===== src/rtl/fdc_map.svh =====
// constants for the depth-cascade fifo device
`ifndef FDC_MAP_SVH
`define FDC_MAP_SVH
`define FDC_DATA_W 18
`define FDC_OFS_W 12
`define FDC_DEPTH 64
`define FDC_OFS_DEFAULT 12'h007
`endif


===== src/rtl/fdc_pkg.sv =====
// types for the depth-cascade fifo device
`include "fdc_map.svh"
package fdc_pkg;
  typedef struct packed {
    logic full_n;
    logic empty_n;
    logic almost_full_n;
    logic almost_empty_n;
  } fdc_flags_t;
  typedef enum logic [1:0] {
    FDC_OWN_NONE = 2'b00,
    FDC_OWN_HELD = 2'b01
  } fdc_own_t;
endpackage


===== src/rtl/fdc_cascade.sv =====
// one cascadable fifo device with write and read token ring logic
`timescale 1ns/10ps
`include "fdc_map.svh"
module fdc_cascade #(
  parameter int DEPTH = `FDC_DEPTH,
  parameter int DW = `FDC_DATA_W,
  parameter int OW = `FDC_OFS_W
) (
  // clock and reset
  input wire logic clk,
  input wire logic srst,
  // cascade
  input wire logic first_device_select,
  input wire logic write_token_in,
  input wire logic read_token_in,
  output logic write_token_out,
  output logic read_token_out,
  // write side
  input wire logic write_en_n,
  input wire logic offset_load,
  input wire logic [DW-1:0] data_in,
  // read side
  input wire logic read_en_n,
  output logic [DW-1:0] data_out,
  output logic data_out_oe,
  // flags
  output fdc_pkg::fdc_flags_t flags
);
  import fdc_pkg::*;
  localparam int AW = $clog2(DEPTH);
  localparam logic [AW:0] DEPTH_C = (AW+1)'(DEPTH);

  // pin inputs: bit positions in the synchroniser vector
  localparam int SY_FIRST = 5;
  localparam int SY_WTOK = 4;
  localparam int SY_RTOK = 3;
  localparam int SY_WEN = 2;
  localparam int SY_REN = 1;
  localparam int SY_LOAD = 0;
  localparam int NSY = 6;
  wire logic [NSY-1:0] pin_raw = {first_device_select, write_token_in, read_token_in,
    write_en_n, read_en_n, offset_load};
  wire logic [NSY-1:0] sy2;

  // two flip-flops per pin; only the second stage reads the first
  for (genvar gi = 0; gi < NSY; gi++) begin : g_sync
    logic s1_r;
    logic s2_r;
    always_ff @(posedge clk) begin
      s1_r <= pin_raw[gi];
      s2_r <= s1_r;
    end
    assign sy2[gi] = s2_r;
  end

  // synchronised pin levels, enables turned active high
  wire logic first_n_s = sy2[SY_FIRST];
  wire logic wtok_in_s = sy2[SY_WTOK];
  wire logic rtok_in_s = sy2[SY_RTOK];
  wire logic wen_s = ~sy2[SY_WEN];
  wire logic ren_s = ~sy2[SY_REN];
  wire logic ld_s = sy2[SY_LOAD];

  // write data delayed to stay in step with the synchronised enable
  logic [DW-1:0] d1_r;
  logic [DW-1:0] d2_r;
  always_ff @(posedge clk) begin
    d1_r <= data_in;
    d2_r <= d1_r;
  end

  // storage and state
  logic [DW-1:0] mem [DEPTH];
  logic [AW-1:0] wp_r, rp_r;
  logic [AW:0] cnt_r;
  logic [OW-1:0] ofs_e_r, ofs_f_r;
  logic ofs_sel_r, ofs_rsel_r;
  fdc_own_t wown_r, rown_r;
  logic init_r;
  logic wtok_d_r, rtok_d_r;

  // decode
  wire logic wown = (wown_r == FDC_OWN_HELD);
  wire logic rown = (rown_r == FDC_OWN_HELD);
  wire logic full = (cnt_r == DEPTH_C);
  wire logic empty = (cnt_r == '0);
  wire logic prog_wr = ld_s & wen_s;
  wire logic prog_rd = ld_s & ren_s;
  wire logic do_wr = ~ld_s & wen_s & wown & ~full;
  wire logic do_rd = ~ld_s & ren_s & rown & ~empty;
  wire logic cnt_full_nxt = (cnt_r + (AW+1)'(1) == DEPTH_C);
  wire logic wpass = do_wr & cnt_full_nxt;
  wire logic rpass = do_rd & (cnt_r == (AW+1)'(1)) & ~do_wr;
  wire logic wtok_rise = wtok_in_s & ~wtok_d_r;
  wire logic rtok_rise = rtok_in_s & ~rtok_d_r;
  wire logic [AW:0] cnt_nxt = cnt_r + (AW+1)'(do_wr) - (AW+1)'(do_rd);
  wire logic [AW:0] ae_lim = (AW+1)'(ofs_e_r);
  wire logic [AW:0] af_lim = DEPTH_C - (AW+1)'(ofs_f_r);

  // reset marker; ownership is settled on the first edge after release
  always_ff @(posedge clk) begin
    if (srst) begin
      init_r <= 1'b1;
    end else begin
      init_r <= 1'b0;
    end
  end

  // delayed token levels; reset high so a level held over reset is no new token
  always_ff @(posedge clk) begin
    if (srst) begin
      wtok_d_r <= 1'b1;
      rtok_d_r <= 1'b1;
    end else begin
      wtok_d_r <= wtok_in_s;
      rtok_d_r <= rtok_in_s;
    end
  end

  // write token: first device claims it, passes it on with the write into its last free place
  always_ff @(posedge clk) begin
    if (srst) begin
      wown_r <= FDC_OWN_NONE;
    end else if (init_r) begin
      wown_r <= first_n_s ? FDC_OWN_NONE : FDC_OWN_HELD;
    end else if (wtok_rise) begin
      wown_r <= FDC_OWN_HELD;
    end else if (wpass) begin
      wown_r <= FDC_OWN_NONE;
    end
  end

  // read token: first device claims it, passes it on when emptied
  always_ff @(posedge clk) begin
    if (srst) begin
      rown_r <= FDC_OWN_NONE;
    end else if (init_r) begin
      rown_r <= first_n_s ? FDC_OWN_NONE : FDC_OWN_HELD;
    end else if (rtok_rise) begin
      rown_r <= FDC_OWN_HELD;
    end else if (rpass) begin
      rown_r <= FDC_OWN_NONE;
    end
  end

  // memory, pointers and count
  always_ff @(posedge clk) begin
    if (do_wr) mem[wp_r] <= d2_r;
  end
  always_ff @(posedge clk) begin
    if (srst) begin
      wp_r <= '0;
      rp_r <= '0;
      cnt_r <= '0;
    end else begin
      if (do_wr) wp_r <= wp_r + AW'(1);
      if (do_rd) rp_r <= rp_r + AW'(1);
      cnt_r <= cnt_nxt;
    end
  end

  // offset registers, alternate empty then full
  always_ff @(posedge clk) begin
    if (srst) begin
      ofs_e_r <= `FDC_OFS_DEFAULT;
      ofs_f_r <= `FDC_OFS_DEFAULT;
      ofs_sel_r <= 1'b0;
      ofs_rsel_r <= 1'b0;
    end else begin
      if (prog_wr) begin
        if (ofs_sel_r) ofs_f_r <= d2_r[OW-1:0];
        else ofs_e_r <= d2_r[OW-1:0];
        ofs_sel_r <= ~ofs_sel_r;
      end
      if (prog_rd) ofs_rsel_r <= ~ofs_rsel_r;
    end
  end

  // next flag levels, taken from the count after this edge
  wire logic full_nxt = (cnt_nxt == DEPTH_C);
  wire logic empty_nxt = (cnt_nxt == '0);
  wire logic afull_nxt = (cnt_nxt >= af_lim);
  wire logic aempty_nxt = (cnt_nxt <= ae_lim);
  wire logic [OW-1:0] ofs_rd_sel = ofs_rsel_r ? ofs_f_r : ofs_e_r;

  // read data: fifo word, or offset readback in program mode
  always_ff @(posedge clk) begin
    if (srst) begin
      data_out <= '0;
    end else if (do_rd) begin
      data_out <= mem[rp_r];
    end else if (prog_rd) begin
      data_out <= DW'(ofs_rd_sel);
    end
  end

  // output enable only while owning the read token or reading offsets
  always_ff @(posedge clk) begin
    if (srst) begin
      data_out_oe <= 1'b0;
    end else begin
      data_out_oe <= rown | prog_rd;
    end
  end

  // token pulses, registered one cycle after each pass
  always_ff @(posedge clk) begin
    if (srst) begin
      write_token_out <= 1'b0;
      read_token_out <= 1'b0;
    end else begin
      write_token_out <= wpass;
      read_token_out <= rpass;
    end
  end

  // status flags, active low; almost flags follow the programmed offsets
  always_ff @(posedge clk) begin
    if (srst) begin
      flags.full_n <= 1'b1;
      flags.empty_n <= 1'b0;
      flags.almost_full_n <= 1'b1;
      flags.almost_empty_n <= 1'b0;
    end else begin
      flags.full_n <= ~full_nxt;
      flags.empty_n <= ~empty_nxt;
      flags.almost_full_n <= ~afull_nxt;
      flags.almost_empty_n <= ~aempty_nxt;
    end
  end
endmodule // fdc_cascade


===== config.mk =====
export PLATFORM = sky130hd
export DESIGN_NAME = fdc_cascade
export DESIGN_NICKNAME = d
export VERILOG_FILES = /design/src/rtl/fdc_pkg.sv /design/src/rtl/fdc_cascade.sv
export VERILOG_INCLUDE_DIRS = /design/src /design/src/rtl
export SDC_FILE = /design/constraint.sdc
export NUM_CORES = 1
export LEC_CHECK = 0
export ABC_AREA = 0
export BUFFER_PORTS_ARGS = -buffer_cell sky130_fd_sc_hd__clkbuf_2
export CAP_MARGIN = 20
export CORE_MARGIN = 2
export CORE_UTILIZATION = 44
export DETAILED_ROUTE_END_ITERATION = 16
export PLACE_DENSITY = 0.68
export SYNTH_ARGS = -nofsm -noshare
export SYNTH_HDL_FRONTEND = slang
export SYNTH_SLANG_ARGS = --single-unit

===== constraint.sdc =====
create_clock -name clk -period 3.9 [get_ports clk]
set_clock_uncertainty 0.15 [all_clocks]
set_input_delay 0.195 -clock clk [delete_from_list [all_inputs] [get_ports clk]]
set_output_delay 0.195 -clock clk [all_outputs]
set_load 0.005 [all_outputs]

==> results.ini <==
[timing]
setup_viol=0
hold_viol=0
worst_pin_slew_ns=0.986
fin_ws_ns=0.138
fin_crit_ns=3.76
slew_viol_final=0
timing.fmax_ghz=0.266
relSlewSlack=0.340
fin_crit_sh=0.965

[pwr]
peakVddDrop_mv=0.391
p_per_area_mw_per_mm2=514
p_leak_nw=17.5

[clocking]
insertion_delay_ns=0.70
clock_sinks=1281
cts_tree=built
numCtsBuffers=120
cts.clk_slew.worst_paths_ns=0.06
htreeDepth=3
cts-root-buf=clkbuf_16
clock_path_buffers=3

[route]
drc_errors=0
drtIter0Drc=2959
wl_mm=113
post_drt_wl_per_cell_um=27.7
vias=24178
firstDrtPassIters=5
drt-vias-per-instance=5.90
ant_nets=0

[synthesis]
ys.flop_type=edfxtp_1
ys_seq_elements=1281
synth.top_cell.area_share=0.714
yosys.area.top_type=edfxtp_1
netlist_area_sq_mm=0.0485
synth_cell_types=57
yosysSeqAreaShare=0.767
yosysWarningCount=0
syn_nets=2396
avgSynthCellArea_sq_um=20.7
synthTopCellsByArea=edfxtp_1 (71%), mux4_2 (14%), dfxtp_1 (5.3%)
ys_async_sr_fraction=0
synth-edff-count=1152
syn_inst=2341

[floorplanning]
die_w_um=336
core_sq_mm=0.109
start_util=0.445
io_pins=51
dieHeight_um=336
die_area_sq_mm=0.113
row_count=121

[run_status]
outcome=complete, no violations

[grt]
grtUsageMet2=0.333
grt_pass1_wl_mm=166
grt_max_degree=100
met1_usage=0.273
met3_usage=0.0426
antenna_found_initial=0
first_global_vias=24809
grt.total_usage=0.201
gr-total-overflow=0
grt_busiest_layer=met2

[worst_setup_path]
cp_max_fo=3
worst_setup_path_start_kind=flip-flop
cp.required_ns=4.30
crit_arrival_ns=4.16
worst-setup-path-type=reg2reg
worstSetupEndpointType=flip-flop

[job]
drv_cap=0

[min_path]
min_path_type=reg2reg

[placed_design]
dp_cells=3812
place_area_sq_mm=0.0512
dpl.hpwl_mm=66.4
place.gp.congestion=0.869
place_ws_ns=0.00965
io_buffers=50

[finish]
final_area_sq_mm=0.0559
drive_gt1_frac=0.278
utilization=0.513
fin_cells=4095
layout.nets=2633
area_growth_pct=15.3

## state kept, by name, indices dropped and copies added, names as in the netlist, 4 cells and up, named ones only
register     cells
ofs_f_r         12
ofs_e_r         12
g_sync.s1_r      6
rp_r             6
data_out        18
g_sync.s2_r      5
mem           1152
flags            4
wp_r             6
cnt_r            7
d1_r            18
d2_r            18
## metrics by stage
stage | power, mW | setup TNS [ns] | hold slack (ns)
after global routing | 29.6 | -0.0865 | 0.177
after global placement | 17.1 | 0 | 0.148
after detailed placement | 17.2 | 0 | 0.149
after CTS | 28.8 | 0 | 0.164
final | 28.7 | 0 | 0.172
after floorplan | 16.6 | 0 | 0.0727
## area by class of cell
class                      count  area (sq um)
clock inverter                63           606
timing repair buffer         243          2050
sequential                  1281         37200
tap                         1414          1770
clock buffer                 161          3370
antenna                        1          2.50
inverter                      30           113
fill                        8432         53100
multi-input combinational    902         10800
## layout by cell type, fill, tap and decap left out, types with 13 or more instances in the layout
cell type	synthesis	layout
inv_1	29	29
dfxtp_2	0	19
ha_1	28	25
a22oi_1	41	41
nand2_1	70	70
dfxtp_1	129	107
mux4_2	301	301
clkbuf_16	0	126
dlygate4sd3_1	0	49
o21ai_0	28	27
nor2_1	108	87
nand3_1	20	20
xor2_1	16	14
a22o_1	24	24
nor3_1	31	30
buf_12	0	18
nor2_2	0	21
o22ai_1	13	13
mux2i_1	24	24
clkbuf_2	0	50
buf_4	12	125
a21oi_1	49	46
edfxtp_1	1152	1152
clkbuf_1	57	26
a221oi_1	38	38
clkinv_1	1	18
clkinv_2	0	21
## cell usage after synthesis (7+ instances only)
master	number
buf_2	36
xor2_1	16
a22oi_1	41
nor2b_1	13
a22o_1	24
o22ai_1	13
a221oi_1	38
buf_1	20
nand3_1	20
xnor2_1	10
nand3b_1	7
ha_1	28
edfxtp_1	1152
nand4_1	9
dfxtp_1	129
nor2_1	108
clkbuf_1	57
inv_1	29
nor3_1	31
mux2i_1	24
mux4_2	301
buf_4	12
nand2_1	70
a21oi_1	49
o21ai_0	28
## power by group
group          internal, mW  total, mW  switching (mW)  leakage [nW]
Combinational         0.841       1.87            1.03          4.16
Sequential             15.0       15.2           0.150          11.4
Clock                  6.68       11.7            5.00          1.95
Total                  22.6       28.7            6.18          17.5
## cells by family after synthesis
family / Yosys count / share of synthesized area
DFF: 1281 / 0.767
muxes: 325 / 0.145
and+or+nand+nor: 290 / 0.0277
AOI/OAI and AO/OA: 232 / 0.0337
buffers and inverters: 158 / 0.0146
adders and majority gates: 29 / 0.00764
xor gates and xnor gates: 26 / 0.00470
## metal layers
metal | vias to the layer above | part of all wire | wire length, um
li1 | 10151 | - | -
met1 | 12766 | 0.40 | 45000
met2 | 1077 | 0.49 | 55800
met3 | 184 | 0.086 | 9780
met4 | 0 | 0.026 | 2930
met5 | - | 0 | 0
## worst paths after layout
kind,from,end,slack (ns),depth (start not counted)
hold reg to reg,d1_r[14],d2_r[14],0.17,0
hold / removal,d1_r[14],d2_r[14],0.17,0
setup / recovery,cnt_r[5],flags[0],0.14,19
setup reg to reg,cnt_r[5],flags[0],0.14,19
## worst max-delay path: stages (launching register included)
cell and delay [ns]:
dfxtp_1 0.31, inv_1 0.08, ha_2 0.20, nand3b_1 0.15
o311ai_4 0.30, inv_1 0.09, ha_1 0.27, inv_1 0.05
ha_2 0.19, fa_2 0.39, a21oi_4 0.17, o21bai_4 0.10
a21oi_2 0.17, o21bai_1 0.11, xnor2_1 0.21, inv_1 0.12
ha_4 0.29, nand2_1 0.06, nor3_2 0.15, a211oi_1 0.06
## repair_timing
action | CTS | global route
endpoints found under the hold margin | 39 | 0
pin swaps | 1 | 9
setup endpoints to repair | 1 | 2
hold buffers | 49 | 0
gates resized for setup | 1 | 14
buffers inserted | 1 | 1
No activity file was read; power rests on OpenSTA's default activity.
